`src/design/ccpo_pkg.sv`:
```
// shared constants, types and decode functions for the charger option control block
package ccpo_pkg;

    // ----------------------------------------------------------------
    // register map
    // ----------------------------------------------------------------
    localparam logic [7:0]  ADDR_OPT_ONE   = 8'h30;
    localparam logic [7:0]  ADDR_OPT_TWO   = 8'h31;
    localparam logic [15:0] RESET_OPT_ONE  = 16'h0211;
    localparam logic [15:0] RESET_OPT_TWO  = 16'h02b7;

    // option word one field positions
    localparam int OPT1_DEGLITCH_LO   = 4;
    localparam int OPT1_LATCH_OFF     = 3;
    localparam int OPT1_SHIP_DCHG     = 1;
    localparam int OPT1_AUTO_WAKE     = 0;

    // option word two field positions
    localparam int OPT2_OVLD_TIME_LO  = 14;
    localparam int OPT2_ON_CURRENT    = 13;
    localparam int OPT2_ON_DROOP      = 12;
    localparam int OPT2_OVLD_FLAG     = 11;
    localparam int OPT2_RELAX_FLAG    = 10;
    localparam int OPT2_CYCLE_TIME_LO = 8;

    // ----------------------------------------------------------------
    // timing
    // ----------------------------------------------------------------
    localparam int          CLK_HZ         = 10_000_000;
    localparam int          MS_CYCLES      = CLK_HZ / 1000;
    localparam logic [7:0]  SHIP_MS        = 8'h8c;        // 140 ms
    localparam int          WAKE_LIMIT_MIN = 30;
    localparam logic [20:0] WAKE_LIMIT_MS  = 21'(WAKE_LIMIT_MIN * 60 * 1000);

    localparam logic [5:0]  OVLD_MS_0 = 6'h01;   // 1 ms
    localparam logic [5:0]  OVLD_MS_1 = 6'h02;   // 2 ms
    localparam logic [5:0]  OVLD_MS_2 = 6'h0a;   // 10 ms
    localparam logic [5:0]  OVLD_MS_3 = 6'h14;   // 20 ms
    localparam logic [5:0]  CYCLE_MS_0 = 6'h05;  // 5 ms
    localparam logic [5:0]  CYCLE_MS_1 = 6'h0a;  // 10 ms
    localparam logic [5:0]  CYCLE_MS_2 = 6'h14;  // 20 ms
    localparam logic [5:0]  CYCLE_MS_3 = 6'h28;  // 40 ms

    // ----------------------------------------------------------------
    // types
    // ----------------------------------------------------------------
    typedef struct packed {
        logic        wr;
        logic        rd;
        logic [7:0]  addr;
        logic [15:0] wdata;
    } ccpo_reg_req_t;

    typedef struct packed {
        logic comparator_trip;
        logic adapter_present;
        logic battery_below_min;
        logic input_overshoot;
        logic system_droop;
    } ccpo_sense_t;

    typedef enum logic [1:0] {
        SURGE_IDLE     = 2'b00,
        SURGE_OVERLOAD = 2'b01,
        SURGE_RELAX    = 2'b10
    } ccpo_surge_state_t;

    // overload duration in ms for a selector value
    function automatic logic [5:0] ccpo_ovld_ms(input logic [1:0] sel);
        case (sel)
            2'b00:   ccpo_ovld_ms = OVLD_MS_0;
            2'b01:   ccpo_ovld_ms = OVLD_MS_1;
            2'b10:   ccpo_ovld_ms = OVLD_MS_2;
            default: ccpo_ovld_ms = OVLD_MS_3;
        endcase
    endfunction

    // overload-plus-relax period in ms for a selector value
    function automatic logic [5:0] ccpo_cycle_ms(input logic [1:0] sel);
        case (sel)
            2'b00:   ccpo_cycle_ms = CYCLE_MS_0;
            2'b01:   ccpo_cycle_ms = CYCLE_MS_1;
            2'b10:   ccpo_cycle_ms = CYCLE_MS_2;
            default: ccpo_cycle_ms = CYCLE_MS_3;
        endcase
    endfunction

endpackage

```
`src/design/ccpo_pin_sync.sv`:
```
// three-stage pin synchroniser with agreement filter
`timescale 1ns/10ps
`default_nettype none

module ccpo_pin_sync #(
    parameter int W = 5
) (
    input  wire logic         sys_clk,
    input  wire logic         rst_sync_n,
    input  wire logic [W-1:0] pin_raw,
    output var  logic [W-1:0] pin_clean
);

    logic [W-1:0] stage_a;
    logic [W-1:0] stage_b;
    logic [W-1:0] stage_c;
    logic [W-1:0] next_pin_clean;

    // ----------------------------------------------------------------
    // agreement filter: stage_a is only read by stage_b
    // ----------------------------------------------------------------
    genvar i;
    generate
        for (i = 0; i < W; i++) begin : g_bit
            always_comb begin
                next_pin_clean[i] = (stage_b[i] == stage_c[i]) ? stage_c[i] : pin_clean[i];
            end
        end
    endgenerate

    // shift chain and filtered output
    always_ff @(posedge sys_clk or negedge rst_sync_n) begin
        if (!rst_sync_n) begin
            stage_a   <= '0;
            stage_b   <= '0;
            stage_c   <= '0;
            pin_clean <= '0;
        end else begin
            stage_a   <= pin_raw;
            stage_b   <= stage_a;
            stage_c   <= stage_b;
            pin_clean <= next_pin_clean;
        end
    end

endmodule

`default_nettype wire

```
`src/design/ccpo_option_ctrl.sv`:
```
// charger option registers, shipping and wakeup timers, peak power controller
`timescale 1ns/10ps
`default_nettype none

// Summary of operation
// - latch-off set and comparator trips: disable converter, drive input-good low
// - ship discharge bit drives discharge, self-clears after 140 ms
// - auto-wakeup with battery below minimum: 128 mA charge, at most 30 minutes
// - battery rising above minimum during wakeup charge stops it, clears bit
// - overload time select 00/01/10/11 gives 1/2/10/20 ms
// - bit 13 enables peak power entry on input current overshoot
// - bit 12 enables peak power entry on system voltage droop
// - both trigger enables zero keeps peak power mode fully off
// - adapter removal clears both trigger enables to 00b
// - bit 11 reads overload phase; writing 0 leaves overload
// - bit 10 reads relax phase; writing 0 leaves relax
// - cycle time select 00/01/10/11 gives 5/10/20/40 ms
// - overload not shorter than cycle period means no relax phase
// - option word two resets to 2B7
// - deglitch select 00b disables comparator, no latch-off possible
module ccpo_option_ctrl
    import ccpo_pkg::*;
#(
    parameter int unsigned MS_TICK_CYCLES = MS_CYCLES
) (
    input  wire logic          sys_clk,
    input  wire logic          rst_n,
    input  wire ccpo_reg_req_t reg_req,
    output var  logic [15:0]   reg_rdata,
    output var  logic          reg_rvalid,
    input  wire ccpo_sense_t   sense_pins,
    output var  logic          converter_disable,
    output var  logic          input_good_indicator,
    output var  logic          ship_discharge_active,
    output var  logic          wake_charge_enable,
    output var  logic          surge_overload_active,
    output var  logic          surge_relax_active
);

    // ----------------------------------------------------------------
    // reset release and pin synchronisation
    // ----------------------------------------------------------------
    logic        rst_meta_n;
    logic        rst_sync_n;
    ccpo_sense_t sense;

    always_ff @(posedge sys_clk or negedge rst_n) begin
        if (!rst_n) begin
            rst_meta_n <= 1'b0;
            rst_sync_n <= 1'b0;
        end else begin
            rst_meta_n <= 1'b1;
            rst_sync_n <= rst_meta_n;
        end
    end

    ccpo_pin_sync #(
        .W ($bits(ccpo_sense_t))
    ) u_pin_sync (
        .sys_clk    (sys_clk),
        .rst_sync_n (rst_sync_n),
        .pin_raw    (sense_pins),
        .pin_clean  (sense)
    );

    // ----------------------------------------------------------------
    // state
    // ----------------------------------------------------------------
    logic [13:0]       tick_cnt;
    logic [15:0]       opt_one;
    logic [15:0]       opt_two;        // bits 11:10 unused, flags come from the phase
    logic [7:0]        ship_ms;
    logic [20:0]       wake_ms;
    logic              latched;
    ccpo_surge_state_t surge_state;
    logic [5:0]        surge_ms;

    logic [13:0]       next_tick_cnt;
    logic [15:0]       next_opt_one;
    logic [15:0]       next_opt_two;
    logic [7:0]        next_ship_ms;
    logic [20:0]       next_wake_ms;
    logic              next_latched;
    ccpo_surge_state_t next_surge_state;
    logic [5:0]        next_surge_ms;
    logic [15:0]       next_reg_rdata;
    logic              next_wake_charge;

    logic              ms_tick;
    logic              wr_one;
    logic              wr_two;
    logic              trigger;
    logic [5:0]        ovld_len;
    logic [5:0]        cycle_len;
    logic [15:0]       opt_two_view;

    // ----------------------------------------------------------------
    // millisecond tick: one prescaler keeps every ms timer short
    // ----------------------------------------------------------------
    always_comb begin
        ms_tick       = (tick_cnt == 14'(MS_TICK_CYCLES - 1));
        next_tick_cnt = ms_tick ? 14'h0000 : tick_cnt + 14'h0001;
    end

    // ----------------------------------------------------------------
    // option registers, timers and peak power sequencing
    // ----------------------------------------------------------------
    always_comb begin
        next_opt_one     = opt_one;
        next_opt_two     = opt_two;
        next_ship_ms     = ship_ms;
        next_wake_ms     = wake_ms;
        next_surge_state = surge_state;
        next_surge_ms    = surge_ms;
        wr_one           = reg_req.wr && (reg_req.addr == ADDR_OPT_ONE);
        wr_two           = reg_req.wr && (reg_req.addr == ADDR_OPT_TWO);
        ovld_len  = ccpo_ovld_ms(opt_two[OPT2_OVLD_TIME_LO +: 2]);
        cycle_len = ccpo_cycle_ms(opt_two[OPT2_CYCLE_TIME_LO +: 2]);
        trigger   = (opt_two[OPT2_ON_CURRENT] && sense.input_overshoot)
                  || (opt_two[OPT2_ON_DROOP] && sense.system_droop);

        // latch-off holds until software drops the option bit
        next_latched = opt_one[OPT1_LATCH_OFF]
                     && (latched || (sense.comparator_trip
                         && (opt_one[OPT1_DEGLITCH_LO +: 2] != 2'b00)));

        // shipping discharge timer, counts whole ms while the bit is set
        if (opt_one[OPT1_SHIP_DCHG] && ms_tick) begin
            if (ship_ms == SHIP_MS - 8'h01) begin
                next_opt_one[OPT1_SHIP_DCHG] = 1'b0;
                next_ship_ms = 8'h00;
            end else begin
                next_ship_ms = ship_ms + 8'h01;
            end
        end

        // wakeup charge: capped run time, ends when battery recovers
        next_wake_charge = opt_one[OPT1_AUTO_WAKE] && sense.battery_below_min
                         && (wake_ms < WAKE_LIMIT_MS);
        if (!opt_one[OPT1_AUTO_WAKE]) begin
            next_wake_ms = 21'h000000;
        end else if (next_wake_charge && ms_tick) begin
            next_wake_ms = wake_ms + 21'h000001;
        end
        if (wake_charge_enable && !sense.battery_below_min) begin
            next_opt_one[OPT1_AUTO_WAKE] = 1'b0;
            next_wake_ms = 21'h000000;
        end

        // peak power phases, ms counted within each phase
        case (surge_state)
            SURGE_IDLE: begin
                if (trigger) begin
                    next_surge_state = SURGE_OVERLOAD;
                    next_surge_ms    = 6'h00;
                end
            end
            SURGE_OVERLOAD: begin
                if (ms_tick) begin
                    next_surge_ms = surge_ms + 6'h01;
                    if (surge_ms + 6'h01 >= ovld_len) begin
                        next_surge_ms = 6'h00;
                        // no room left in the cycle means no relax
                        next_surge_state = (ovld_len >= cycle_len) ? SURGE_IDLE
                                                                   : SURGE_RELAX;
                    end
                end
            end
            SURGE_RELAX: begin
                if (ms_tick) begin
                    next_surge_ms = surge_ms + 6'h01;
                    if (surge_ms + 6'h01 >= cycle_len - ovld_len) begin
                        next_surge_state = SURGE_IDLE;
                        next_surge_ms    = 6'h00;
                    end
                end
            end
            default: begin
                next_surge_state = SURGE_IDLE;
                next_surge_ms    = 6'h00;
            end
        endcase

        // host writes land after the timer clears so a software set beats them; adapter removal still clears the enables
        if (wr_one) begin
            next_opt_one = reg_req.wdata;
            if (reg_req.wdata[OPT1_SHIP_DCHG]) begin
                next_ship_ms = 8'h00;
            end
            if (!reg_req.wdata[OPT1_AUTO_WAKE]) begin
                next_wake_ms = 21'h000000;
            end
        end
        if (wr_two) begin
            next_opt_two = reg_req.wdata;
            if (!reg_req.wdata[OPT2_OVLD_FLAG] && surge_state == SURGE_OVERLOAD) begin
                next_surge_state = SURGE_IDLE;
                next_surge_ms    = 6'h00;
            end
            if (!reg_req.wdata[OPT2_RELAX_FLAG] && surge_state == SURGE_RELAX) begin
                next_surge_state = SURGE_IDLE;
                next_surge_ms    = 6'h00;
            end
        end

        // an absent adapter cannot feed a peak, so the enables drop
        if (!sense.adapter_present) begin
            next_opt_two[OPT2_ON_CURRENT] = 1'b0;
            next_opt_two[OPT2_ON_DROOP]   = 1'b0;
        end
        if (!next_opt_two[OPT2_ON_CURRENT] && !next_opt_two[OPT2_ON_DROOP]) begin
            next_surge_state = SURGE_IDLE;
            next_surge_ms    = 6'h00;
        end
    end

    // ----------------------------------------------------------------
    // read path: phase flags replace the stored bits
    // ----------------------------------------------------------------
    always_comb begin
        opt_two_view = opt_two;
        opt_two_view[OPT2_OVLD_FLAG]  = (surge_state == SURGE_OVERLOAD);
        opt_two_view[OPT2_RELAX_FLAG] = (surge_state == SURGE_RELAX);
        if (reg_req.addr == ADDR_OPT_ONE) begin
            next_reg_rdata = opt_one;
        end else if (reg_req.addr == ADDR_OPT_TWO) begin
            next_reg_rdata = opt_two_view;
        end else begin
            next_reg_rdata = 16'h0000;    // unmapped codes read as zero
        end
        if (!reg_req.rd) begin
            next_reg_rdata = reg_rdata;
        end
    end

    // ----------------------------------------------------------------
    // registers
    // ----------------------------------------------------------------
    always_ff @(posedge sys_clk or negedge rst_sync_n) begin
        if (!rst_sync_n) begin
            tick_cnt              <= 14'h0000;
            opt_one               <= RESET_OPT_ONE;
            opt_two               <= RESET_OPT_TWO;
            ship_ms               <= 8'h00;
            wake_ms               <= 21'h000000;
            latched               <= 1'b0;
            surge_state           <= SURGE_IDLE;
            surge_ms              <= 6'h00;
            reg_rdata             <= 16'h0000;
            reg_rvalid            <= 1'b0;
            converter_disable     <= 1'b0;
            input_good_indicator  <= 1'b0;
            ship_discharge_active <= 1'b0;
            wake_charge_enable    <= 1'b0;
            surge_overload_active <= 1'b0;
            surge_relax_active    <= 1'b0;
        end else begin
            tick_cnt              <= next_tick_cnt;
            opt_one               <= next_opt_one;
            opt_two               <= next_opt_two;
            ship_ms               <= next_ship_ms;
            wake_ms               <= next_wake_ms;
            latched               <= next_latched;
            surge_state           <= next_surge_state;
            surge_ms              <= next_surge_ms;
            reg_rdata             <= next_reg_rdata;
            reg_rvalid            <= reg_req.rd;
            converter_disable     <= next_latched;
            input_good_indicator  <= sense.adapter_present && !next_latched;
            ship_discharge_active <= next_opt_one[OPT1_SHIP_DCHG];
            wake_charge_enable    <= next_wake_charge;
            surge_overload_active <= (next_surge_state == SURGE_OVERLOAD);
            surge_relax_active    <= (next_surge_state == SURGE_RELAX);
        end
    end

endmodule

`default_nettype wire

```
`config.mk`:
```
export PLATFORM = sky130hd
export DESIGN_NAME = ccpo_option_ctrl
export DESIGN_NICKNAME = d
export VERILOG_FILES = /design/src/design/ccpo_pkg.sv /design/src/design/ccpo_pin_sync.sv /design/src/design/ccpo_option_ctrl.sv
export SDC_FILE = /design/constraint.sdc
export NUM_CORES = 1
export LEC_CHECK = 0
export BUFFER_PORTS_ARGS = -buffer_cell sky130_fd_sc_hd__buf_2
export CELL_PAD_IN_SITES_DETAIL_PLACEMENT = 1
export CELL_PAD_IN_SITES_GLOBAL_PLACEMENT = 1
export CORE_AREA = 2 2 116 118
export DETAILED_ROUTE_END_ITERATION = 6
export DIE_AREA = 0 0 118 120
export GPL_TIMING_DRIVEN = 0
export PLACE_DENSITY = 0.82
export RECOVER_POWER = 50
export SLEW_MARGIN = 10
export SYNTH_ARGS = -nofsm -noshare
export SYNTH_HDL_FRONTEND = slang
export SYNTH_SLANG_ARGS = --single-unit
```
`constraint.sdc`:
```
create_clock -name sys_clk -period 4.7 [get_ports sys_clk]
set_input_delay 0.705 -clock sys_clk [delete_from_list [all_inputs] [get_ports sys_clk]]
set_output_delay 0.705 -clock sys_clk [all_outputs]
set_load 0.05 [all_outputs]
```
==> impl_metrics.toml, run 1 <==
[outcome]
status = "finished with violations"
violations_in_the_final_reports = "max-capacitance violations, max-slew violations"

[clocking]
cts_made_buffers = 17
htree_levels = 4
clock_tree_root_driver_cell = "sky130_fd_sc_hd__clkbuf_16"
clk-insertion-delay-late_ps = 430
cts_tree = "done"
cts-hold-fix-buffers = 0
clkSinkCount = 125
clkSlewWorstSetupHoldPaths_ps = 60
clock_path_buffers = 2
post-cts-setup-buffer-count = 0
cts_resized = 0

[yosys]
synth_sequential_area_ratio_pct = 53.2
netlist_top_cells_count = "sky130_fd_sc_hd__dfrtp_1, sky130_fd_sc_hd__nand2_1, sky130_fd_sc_hd__nor2_1, sky130_fd_sc_hd__inv_1, sky130_fd_sc_hd__xnor2_1"
async_reset_ff_share_pct = 100
syn_nets = 627
ys.flop_type = "sky130_fd_sc_hd__dfrtp_1"
postSynthRegisterBits = 125
number_of_instances_in_the_synthesized_netlist = 570
synthTopCellsByArea = "sky130_fd_sc_hd__dfrtp_1, sky130_fd_sc_hd__nand2_1, sky130_fd_sc_hd__ha_1"
yosysWarnings = 0
syn_area_per_cell_sq_um = 10.4
mappedNetlistArea_sq_um = 5900
largest_area_contributor_in_the_synthesized_netlist = "sky130_fd_sc_hd__dfrtp_1"
synth.most_common_cell = "sky130_fd_sc_hd__dfrtp_1"
post-synth-top-area-fraction_pct = 48.8
synth.lib_cells_used.distinct = 55
synth_enable_flop_cells = 0

[timing]
setup-tns-final_ps = 0
finalWorstSetupSlack_ps = 887
slew_viol_final = 39
worstMarginPinSlew_ps = 1970
timing.clock.skew_ps = 15.0
final-setup-viol-count = 0
final.min_clock_period_ps = 3810
report.final.hold_viol_count = 0
rsz_0062_raised_after_global_routing = "no"
finalHoldWorstSlack_ps = 47.9
clock.fmax_mhz = 262
min_period_over_period_pct = 81.1
slew_headroom_pct = -31.1

[route]
wl_per_cell_um = 20.1
first_iter_violations = 254
antenna_left = 0
drt_pass_1_iters = 4
dr_total_vias = 4580
drt-vias-per-instance = 5.48
drt-total-wl_mm = 16.8
drc_errors = 0

[global_route]
grt_antenna_before_repair = 1
grt_start_max_net_pins = 57
first_global_vias = 5079
grt_pass1_wl_mm = 26.2
grt_use_total_pct = 23.9
gr-total-overflow = 0

[floorplan]
die_height_um = 120
floorplan.die_area_sq_um = 14200
floorplan.initialDensity_pct = 45.5
top_level_ports = 56
die-width_um = 118
fp-row-count = 42
core_sq_um = 13000

[layout]
num-nets-final = 703
drive_gt1_share_pct = 19.6
synthToLayoutAreaGrowth_pct = 19.2
instances_no_fill = 836
multi_input_comb_area_sq_um = 2560
area.sequential_sq_um = 3140
filler_cell_count = 1426

[worst_setup_path]
critPathArrivalTime_ps = 4130
endpoint_kind = "flop"
required_time_worst_endpoint_ps = 5020
setup.worst_path.class = "flop to flop"
cp_max_fo = 5
timing.critical_path.from_type = "flop"
setup.reg_to_reg.worst_slack_ps = 890

[placed_design]
dpl.hpwl_mm = 10.5
buffer_ports.inserted = 55
preCtsSetupSlack_ps = 1010
place.gp.congestion = 0.805
dpl.cell_count = 803

[pwr]
total_leakage_power_nw = 3.21
worst_vdd_rail_ir_drop_uv = 283
cellPowerDensity_nw_per_um2 = 381

[hold_path]
hold_path.class = "input port to async pin"

[flow_run]
cap_violations = 1
==> worst max-delay path, stage by stage, from the launching register on <==
cell	delay, ps
sky130_fd_sc_hd__dfrtp_1	430
sky130_fd_sc_hd__inv_1	90
sky130_fd_sc_hd__ha_1	280
sky130_fd_sc_hd__inv_1	150
sky130_fd_sc_hd__ha_1	280
sky130_fd_sc_hd__a21o_1	190
sky130_fd_sc_hd__a21o_1	200
sky130_fd_sc_hd__a21o_1	190
sky130_fd_sc_hd__a21oi_1	180
sky130_fd_sc_hd__xor2_1	170
sky130_fd_sc_hd__ha_1	260
sky130_fd_sc_hd__o21a_1	110
sky130_fd_sc_hd__a21oi_1	140
sky130_fd_sc_hd__o21ai_0	170
sky130_fd_sc_hd__o22ai_1	470
sky130_fd_sc_hd__a22oi_1	150
sky130_fd_sc_hd__nor2_1	230
==> logic make-up (layout without fill, tap and decap cells) <==
group / Yosys count / after routing / synth area share (%)
buf+inv: 50 / 139 / 3.33
simple gates: 223 / 223 / 17.9
other cells: 1 / 2 / 0.0636
mux: 28 / 28 / 5.26
xor+xnor: 42 / 42 / 6.23
fa+ha+maj: 29 / 29 / 6.06
compound gates: 72 / 72 / 7.95
flops: 125 / 125 / 53.2
==> sequential cells by signal (all words and copies together) (netlist names) <==
signal / flops
u_pin_sync.stage_a: 5
wake_charge_enable: 1
opt_one: 16
reg_rdata: 16
wake_ms: 21
ship_ms: 8
rst_meta_n: 1
latched: 1
tick_cnt: 14
opt_two: 14
surge_state: 2
u_pin_sync.stage_c: 5
reg_rvalid: 1
u_pin_sync.pin_clean: 5
rst_sync_n: 1
surge_relax_active: 1
surge_ms: 6
surge_overload_active: 1
input_good_indicator: 1
u_pin_sync.stage_b: 5
==> placed cells by master, fill, tap and decap left out, types with 11 or more instances in the layout <==
master                      instances
sky130_fd_sc_hd__a21oi_1           14
sky130_fd_sc_hd__buf_2             54
sky130_fd_sc_hd__clkbuf_1          13
sky130_fd_sc_hd__clkbuf_16         17
sky130_fd_sc_hd__dfrtp_1          115
sky130_fd_sc_hd__ha_1              23
sky130_fd_sc_hd__inv_1             34
sky130_fd_sc_hd__mux2_2            24
sky130_fd_sc_hd__nand2_1           90
sky130_fd_sc_hd__nand3_1           16
sky130_fd_sc_hd__nor2_1            51
sky130_fd_sc_hd__nor3_1            12
sky130_fd_sc_hd__o21ai_0           11
sky130_fd_sc_hd__o22ai_1           18
sky130_fd_sc_hd__xnor2_1           28
sky130_fd_sc_hd__xor2_1            14
==> routing by layer <==
| layer | track usage, % | wire [um] | vias up |
|---|---|---|---|
| li1 | - | - | 2099 |
| met1 | 27.1 | 6900 | 2357 |
| met2 | 43.5 | 8900 | 88 |
| met3 | 5.61 | 528 | 36 |
| met4 | 9.56 | 454 | 0 |
| met5 | 0 | 0 | - |
==> path summary, 6_finish.rpt <==
path,cells past startpoint,end,start
setup / recovery,16,surge_ms[0]$_DFF_PN0_,opt_two[15]$_DFFE_PN0P_
hold / removal,1,rst_meta_n$_DFF_PN0_,rst_n
setup reg to reg,16,surge_ms[0]$_DFF_PN0_,opt_two[15]$_DFFE_PN0P_
hold reg to reg,0,u_pin_sync.stage_b[1]$_DFF_PN0_,u_pin_sync.stage_a[1]$_DFF_PN0_
max in group asynchronous,1,reg_rdata[4]$_DFFE_PN0P_,rst_sync_n$_DFF_PN0_
min in group sys_clk,0,u_pin_sync.stage_b[1]$_DFF_PN0_,u_pin_sync.stage_a[1]$_DFF_PN0_
==> layout make-up <==
| cell class | instances | area share (%) |
|---|---|---|
| timing repair buffer | 57 | 4.32 |
| antenna | 1 | 0.0356 |
| sequential | 125 | 44.6 |
| clock inverter | 13 | 2.35 |
| clock buffer | 19 | 6.30 |
| buffer | 16 | 0.978 |
| tap | 176 | 3.13 |
| inverter | 34 | 1.81 |
| multi-input combinational | 395 | 36.4 |
==> through the flow <==
| stage | total power [mW] | utilization (%) | instance area, sq um |
|---|---|---|---|
| final | 2.68 | 54.2 | 7040 |
| after global routing | 2.76 | 54.2 | 7040 |
| after CTS | 2.69 | 54.4 | 7060 |
| after detailed placement | 1.33 | 49.7 | 6450 |
| after global placement | 1.31 | 49.3 | 6400 |
| after floorplan | 1.26 | - | 5900 |
==> power by group <==
part	switching, mW	internal [mW]
combinational	0.107	0.0704
sequential	0.0265	1.11
clock	0.520	0.849
total	0.653	2.03
Note: power is estimated with default switching activity, not from simulation.
==> run 2: changes to the inputs <==
- CORE_AREA: 2 2 116 118 -> 2 2 122 124
- DIE_AREA: 0 0 118 120 -> 0 0 124 126
- PLACE_DENSITY: 0.82 -> 0.78
- clock period: 4.7 -> 3.3 ns (I/O delays scaled with it)
==> run 2 against run 1 <==
- the run now ends clean
- clock skew down 8.9 ps
- core utilization down 3.6 points
- sequential power up 42%
- first-iteration DRC count down 12%
- wire length down 4.9%
- die area up 10%
==> impl_metrics.toml, run 2 (same netlist as run 1, synthesis figures left out) <==
[worst_setup_path]
critPathArrivalTime_ps = 3570
timing.reg2reg.worst_path_depth = 13
setup.worst_path.class = "flop to flop"
cp_max_fo = 4
endpoint_kind = "flop"
required_time_worst_endpoint_ps = 3650
setup.reg_to_reg.worst_slack_ps = 80
timing.critical_path.from_type = "flop"

[timing]
min_period_over_period_pct = 97.6
timing.clock.skew_ps = 6.15
rsz_0062_raised_after_global_routing = "yes"
worstMarginPinSlew_ps = 1440
finalWorstSetupSlack_ps = 80.1
report.final.hold_viol_count = 0
finalHoldWorstSlack_ps = 164
clock.fmax_mhz = 311
slew_headroom_pct = 3.70
final-setup-viol-count = 0
slew_viol_final = 0
final.min_clock_period_ps = 3220
setup-tns-final_ps = 0

[clocking]
clkSlewWorstSetupHoldPaths_ps = 60
clock_tree_root_driver_cell = "sky130_fd_sc_hd__clkbuf_16"
cts_tree = "done"
clock_path_buffers = 2
cts_made_buffers = 17
clkSinkCount = 125
clk-insertion-delay-late_ps = 430
htree_levels = 4

[pwr]
power.net_switching_mw = 0.948
finalPower_mw = 3.95
combinationalPowerShare_pct = 7.7
cellPowerDensity_nw_per_um2 = 546
power.share.sequential_pct = 40.7
worst_vdd_rail_ir_drop_uv = 452
total_leakage_power_nw = 3.30
switching_share_pct = 24.0
pwr-share-clk_pct = 51.7
p_int_mw = 3.00

[route]
drt_pass_1_iters = 6
dr_total_vias = 4608
antenna_left = 0
drc_errors = 0
first_iter_violations = 224
drt-vias-per-instance = 5.38
wl_per_cell_um = 18.6
drt-total-wl_mm = 16.0

[layout]
num-nets-final = 716
design_area_sq_um = 7240
synthToLayoutAreaGrowth_pct = 22.6
layout.cells.most_common_list = "sky130_fd_sc_hd__dfrtp_1, sky130_fd_sc_hd__nand2_1, sky130_fd_sc_hd__buf_2, sky130_fd_sc_hd__nor2_1, sky130_fd_sc_hd__inv_1"
drive_gt1_share_pct = 24.0
fin_util_pct = 50.6
layout.cells.most_common = "sky130_fd_sc_hd__dfrtp_1"
instances_no_fill = 857
top_regs = "wake_ms (21), opt_one (16), reg_rdata (16)"
largest_register_ffs = 21
largest_register_by_flop_count = "wake_ms"

[global_route]
grt_util_met1_pct = 24.7
grt_use_total_pct = 22.0
grt_start_max_net_pins = 59
grt_pass1_wl_mm = 26.1
grt-busiest-layer = "met2"
gr-total-overflow = 0
grt.met3_usage_pct = 5.89
first_global_vias = 5162
grt_antenna_before_repair = 2
global_route.usage.met2_pct = 38.6

[placed_design]
buffer_ports.inserted = 55
preCtsSetupSlack_ps = -461
dpl.cell_count = 811
dpl_cell_area_sq_um = 6460
dpl.hpwl_mm = 11.0
place.gp.congestion = 0.786

[floorplan]
fp-row-count = 44
top_level_ports = 56
die-width_um = 124
die_height_um = 126
floorplan.initialDensity_pct = 41.2
floorplan.die_area_sq_um = 15600
core_sq_um = 14300

[outcome]
status = "finished clean"

[flow_run]
cap_violations = 0

[hold_path]
hold_depth = 1
hold_path.class = "input port to flop"
==> run 2: cell count changes in the layout (fill, tap and decap cells not counted), sizes merged <==
cell,change
buf,+11
clkinvlp,-3
inv,+3
bufinv,+1
dlygate4sd3,+1
==> run 2: per-layer routing <==
metal	vias up	share of wire, %
li1	2128	-
met1	2367	41
met2	74	53
met3	37	3.1
met4	2	2.4
met5	-	0.11
==> run 2: area by class of cell <==
cell class / instances / area (sq um)
clock inverter: 14 / 206
timing repair buffer: 70 / 385
fill: 1590 / 7080
inverter: 34 / 128
multi-input combinational: 395 / 2640
buffer: 16 / 68.8
clock buffer: 18 / 439
tap: 184 / 230
sequential: 125 / 3140
antenna: 1 / 2.50
==> run 2: final timing paths <==
check	start	endpoint
worst max-delay path	opt_two[9]$_DFFE_PN1P_	surge_ms[5]$_DFF_PN0_
worst min-delay path	sense_pins[4]	u_pin_sync.stage_a[4]$_DFF_PN0_
worst max register to register	opt_two[9]$_DFFE_PN1P_	surge_ms[5]$_DFF_PN0_
worst min register to register	rst_sync_n$_DFF_PN0_	reg_rdata[14]$_DFFE_PN0P_
max in group asynchronous	rst_sync_n$_DFF_PN0_	wake_ms[12]$_DFF_PN0_
min in group asynchronous	rst_sync_n$_DFF_PN0_	reg_rdata[14]$_DFFE_PN0P_
==> run 2: what timing repair did <==
action                                 4_1_cts  5_1_grt
pin swaps                                    2       16
endpoints found under the hold margin        2        0
resized for setup                            8       14
hold buffers                                 1        0
setup buffers                                5        7
setup endpoints to repair                    8        9
==> run 2: worst max-delay path: stages, from the launching register on <==
cell and delay [ps]:
sky130_fd_sc_hd__dfstp_2 560, sky130_fd_sc_hd__or2_2 120, sky130_fd_sc_hd__ha_1 150, sky130_fd_sc_hd__inv_2 50
sky130_fd_sc_hd__fa_2 360, sky130_fd_sc_hd__a21o_1 190, sky130_fd_sc_hd__a21oi_2 130, sky130_fd_sc_hd__xor2_1 190
sky130_fd_sc_hd__ha_1 270, sky130_fd_sc_hd__o21a_1 220, sky130_fd_sc_hd__a21oi_2 140, sky130_fd_sc_hd__o21ai_2 100
sky130_fd_sc_hd__or4b_1 540, sky130_fd_sc_hd__a21oi_2 120
==> run 2: power by group through the flow <==
stage | logic, mW | registers [mW] | clock network, mW
after floorplan | 0.140 | 1.65 | 0
after global placement | 0.207 | 1.65 | 0
after detailed placement | 0.261 | 1.63 | 0
after CTS | 0.279 | 1.61 | 2.07
after global routing | 0.336 | 1.61 | 2.13
final | 0.303 | 1.61 | 2.04
==> run 3: changes to the inputs <==
- CORE_AREA: 2 2 122 124 -> 2 2 123 125
- DIE_AREA: 0 0 124 126 -> 0 0 125 127
- GPL_ROUTABILITY_DRIVEN: unset -> 0
- PLACE_DENSITY: 0.78 -> 0.79
- SYNTH_HIERARCHICAL: unset -> 1
==> run 3 against run 2 <==
- hold slack gained 6.5 ps
- combinational power grew 4%
- non-clock buffer count is 1 higher
- global-route usage fell by 1.1 points
- first-iteration DRC count shrank 24%
- critical endpoint is now surge_ms[2]$_DFF_PN0_
- largest power group unchanged
- highest routed layer is now met4
==> impl_metrics.toml, run 3 <==
[hold_path]
worst_hold_path.endpoint = "u_pin_sync/stage_a[3]$_DFF_PN0_"
hold_path.class = "input port to flop"
hold_path.startpoint = "sense_pins[3]"
hold_depth = 1

[clocking]
clkSinkCount = 125
htree_levels = 4
clock_tree_root_driver_cell = "sky130_fd_sc_hd__clkbuf_16"
cts_tree = "done"
clock_path_buffers = 2
cts_made_buffers = 17
clk-insertion-delay-late_ps = 430
clkSlewWorstSetupHoldPaths_ps = 60

[timing]
final.min_clock_period_ps = 3240
timing.clock.skew_ps = 7.69
slew_headroom_pct = 18.2
final-setup-viol-count = 0
report.final.hold_viol_count = 0
worstMarginPinSlew_ps = 1230
clock.fmax_mhz = 308
min_period_over_period_pct = 98.2
finalHoldWorstSlack_ps = 171
slew_viol_final = 0

[pwr]
total_leakage_power_nw = 3.29
power.net_switching_mw = 0.964
switching_share_pct = 25.9
combinationalPowerShare_pct = 8.5
cellPowerDensity_nw_per_um2 = 510
pwr-share-clk_pct = 48.1
worst_vdd_rail_ir_drop_uv = 360
power.share.sequential_pct = 43.4
p_int_mw = 2.75

[yosys]
synthTopCellsByArea = "sky130_fd_sc_hd__dfrtp_1, sky130_fd_sc_hd__nand2_1, sky130_fd_sc_hd__ha_1"
synth_enable_flop_cells = 0
netlist_top_cells_count = "sky130_fd_sc_hd__dfrtp_1, sky130_fd_sc_hd__nand2_1, sky130_fd_sc_hd__nor2_1, sky130_fd_sc_hd__inv_1, sky130_fd_sc_hd__xnor2_1"
postSynthRegisterBits = 125
ys.flop_type = "sky130_fd_sc_hd__dfrtp_1"
synth_sequential_area_ratio_pct = 52.1
synth.lib_cells_used.distinct = 59
syn_nets = 641
number_of_instances_in_the_synthesized_netlist = 584
mappedNetlistArea_sq_um = 6020
post-synth-top-area-fraction_pct = 47.8
async_reset_ff_share_pct = 100
syn_area_per_cell_sq_um = 10.3
yosysWarnings = 6
largest_area_contributor_in_the_synthesized_netlist = "sky130_fd_sc_hd__dfrtp_1"
synth.most_common_cell = "sky130_fd_sc_hd__dfrtp_1"

[layout]
design_area_sq_um = 7280
top_regs = "wake_ms (21), opt_one (16), reg_rdata (16)"
num-nets-final = 728
layout.cells.most_common_list = "sky130_fd_sc_hd__dfrtp_1, sky130_fd_sc_hd__nand2_1, sky130_fd_sc_hd__buf_2, sky130_fd_sc_hd__nor2_1, sky130_fd_sc_hd__xnor2_1"
synthToLayoutAreaGrowth_pct = 20.8
drive_gt1_share_pct = 23.2
largest_register_ffs = 21
num_antenna_cells = 0
layout.cells.most_common = "sky130_fd_sc_hd__dfrtp_1"
filler_cell_count = 1607
largest_register_by_flop_count = "wake_ms"
instances_no_fill = 868

[placed_design]
dpl.hpwl_mm = 10.8
buffer_ports.inserted = 55
dpl.cell_count = 825
dpl_cell_area_sq_um = 6590

[floorplan]
core_sq_um = 14400
floorplan.die_area_sq_um = 15900
die_height_um = 127
fp-row-count = 44
die-width_um = 125
floorplan.initialDensity_pct = 41.8
top_level_ports = 56

[route]
drt_pass_1_iters = 4
drt-total-wl_mm = 16.0
dr_total_vias = 4654
first_iter_violations = 170
drc_errors = 0
antenna_left = 0
drt-vias-per-instance = 5.36
wl_per_cell_um = 18.4

[worst_setup_path]
r2r-start = "opt_two[14]$_DFFE_PN0P_"
setup.reg_to_reg.worst_slack_ps = 60
critical_path.reg2reg.endpoint = "surge_ms[2]$_DFF_PN0_"
crit_path_cell_trace = "inv_2 -> ha_4 -> inv_2 -> ha_4 -> a21o_1 -> a21o_1 -> buf_4 -> xnor2_1 -> ha_1 -> a211o_1 -> a21oi_2 -> o21a_1 -> o2bb2ai_4 -> o211ai_1 -> a21oi_1"
cp_max_fo = 5
critPathArrivalTime_ps = 3590
slowest_stage = "sky130_fd_sc_hd__dfrtp_1"
endpoint_kind = "flop"
critical-path-max-stage-delay_ps = 400
cp_top_family = "compound AO/OA/AOI/OAI gates"
setup.worst_path.class = "flop to flop"
timing.reg2reg.worst_path_depth = 15
number_of_buffers_and_inverters_on_the_critical_path = 3
required_time_worst_endpoint_ps = 3650
timing.critical_path.from_type = "flop"

[global_route]
grt_use_total_pct = 20.9
grt_start_max_net_pins = 55
grt_pass1_wl_mm = 26.4
grt_antenna_before_repair = 0
first_global_vias = 5380
gr-total-overflow = 0

[flow_run]
cap_violations = 0

[outcome]
status = "finished clean"
==> run 3: layout make-up <==
class                   count  area (sq um)  share of cell area, %
well taps                 184           230                   3.16
flip-flops and latches    125          3140                   43.2
clock inverters            15           139                   1.91
inverters                  31           116                   1.60
multi-input cells         409          2750                   37.7
plain buffers              19          88.8                   1.22
repair buffers             68           390                   5.37
clock buffers              17           425                   5.85
==> run 3: worst max path at each step <==
stage                            start  cells after the start  slack, ps                     to
2_1_floorplan  opt_two[14]$_DFFE_PN0P_                     16        300  surge_ms[2]$_DFF_PN0_
3_3_place_gp   opt_two[14]$_DFFE_PN0P_                     16        -10  surge_ms[2]$_DFF_PN0_
3_5_place_dp   opt_two[14]$_DFFE_PN0P_                     16       -110  surge_ms[2]$_DFF_PN0_
4_1_cts        opt_two[14]$_DFFE_PN0P_                     16         10  surge_ms[2]$_DFF_PN0_
5_1_grt         opt_two[9]$_DFFE_PN1P_                     14        -90  surge_ms[2]$_DFF_PN0_
6_report       opt_two[14]$_DFFE_PN0P_                     15         60  surge_ms[2]$_DFF_PN0_
==> run 3: repair_timing <==
item / CTS / global route
gates resized for setup: 3 / 10
setup endpoints to repair: 5 / 8
setup buffers: 2 / 8
hold endpoints to repair: 2 / 0
hold buffers: 1 / 0
pin swaps: 0 / 5
==> run 3: worst register-to-register path, stage by stage (launching register included) <==
cell and delay [ps]:
sky130_fd_sc_hd__dfrtp_1 400, sky130_fd_sc_hd__inv_2 120, sky130_fd_sc_hd__ha_4 210, sky130_fd_sc_hd__inv_2 100, sky130_fd_sc_hd__ha_4 210, sky130_fd_sc_hd__a21o_1 190, sky130_fd_sc_hd__a21o_1 190, sky130_fd_sc_hd__buf_4 140
sky130_fd_sc_hd__xnor2_1 220, sky130_fd_sc_hd__ha_1 290, sky130_fd_sc_hd__a211o_1 310, sky130_fd_sc_hd__a21oi_2 110, sky130_fd_sc_hd__o21a_1 210, sky130_fd_sc_hd__o2bb2ai_4 160, sky130_fd_sc_hd__o211ai_1 130, sky130_fd_sc_hd__a21oi_1 180
==> run 3: power groups by stage <==
stage | clock (mW) | sequential, mW | combinational [mW]
final | 1.79 | 1.61 | 0.315
after floorplan | 0 | 1.65 | 0.150
after global routing | 1.88 | 1.62 | 0.347
after CTS | 1.81 | 1.61 | 0.277
after detailed placement | 0 | 1.64 | 0.266
after global placement | 0 | 1.66 | 0.223
==> run 3: per-stage QoR <==
stage               worst slack (ps)  utilization [%]  TNS (ps)  power [mW]
floorplan                        298                -         0        1.81
global placement               -12.5             45.3     -37.1        1.88
detailed placement              -114             45.7      -429        1.91
CTS                             12.1             49.9         0        3.70
global route                   -88.1             50.4      -244        3.84
finish                          58.4             50.4         0        3.71
==> run 3: cells by family (layout without fill, tap and decap cells) <==
group           after synthesis  after routing  synth area share, %
compound gates               71             71                 7.64
xor+xnor                     42             42                 6.11
fa+ha+maj                    29             29                 6.04
buf+inv                      50            150                 3.41
flops                       125            125                 52.1
mux                          29             29                 5.32
other cells                   1              1               0.0622
simple gates                237            237                 19.3
==> run 3: layer usage <==
metal  vias to the layer above  global-route usage, %  part of all wire [%]
li1                       2178                      -                     -
met2                       110                   38.0                    52
met3                        41                   5.11                   3.7
met5                         -                      0                     0
met4                         0                   8.95                   2.8
met1                      2325                   23.4                    41
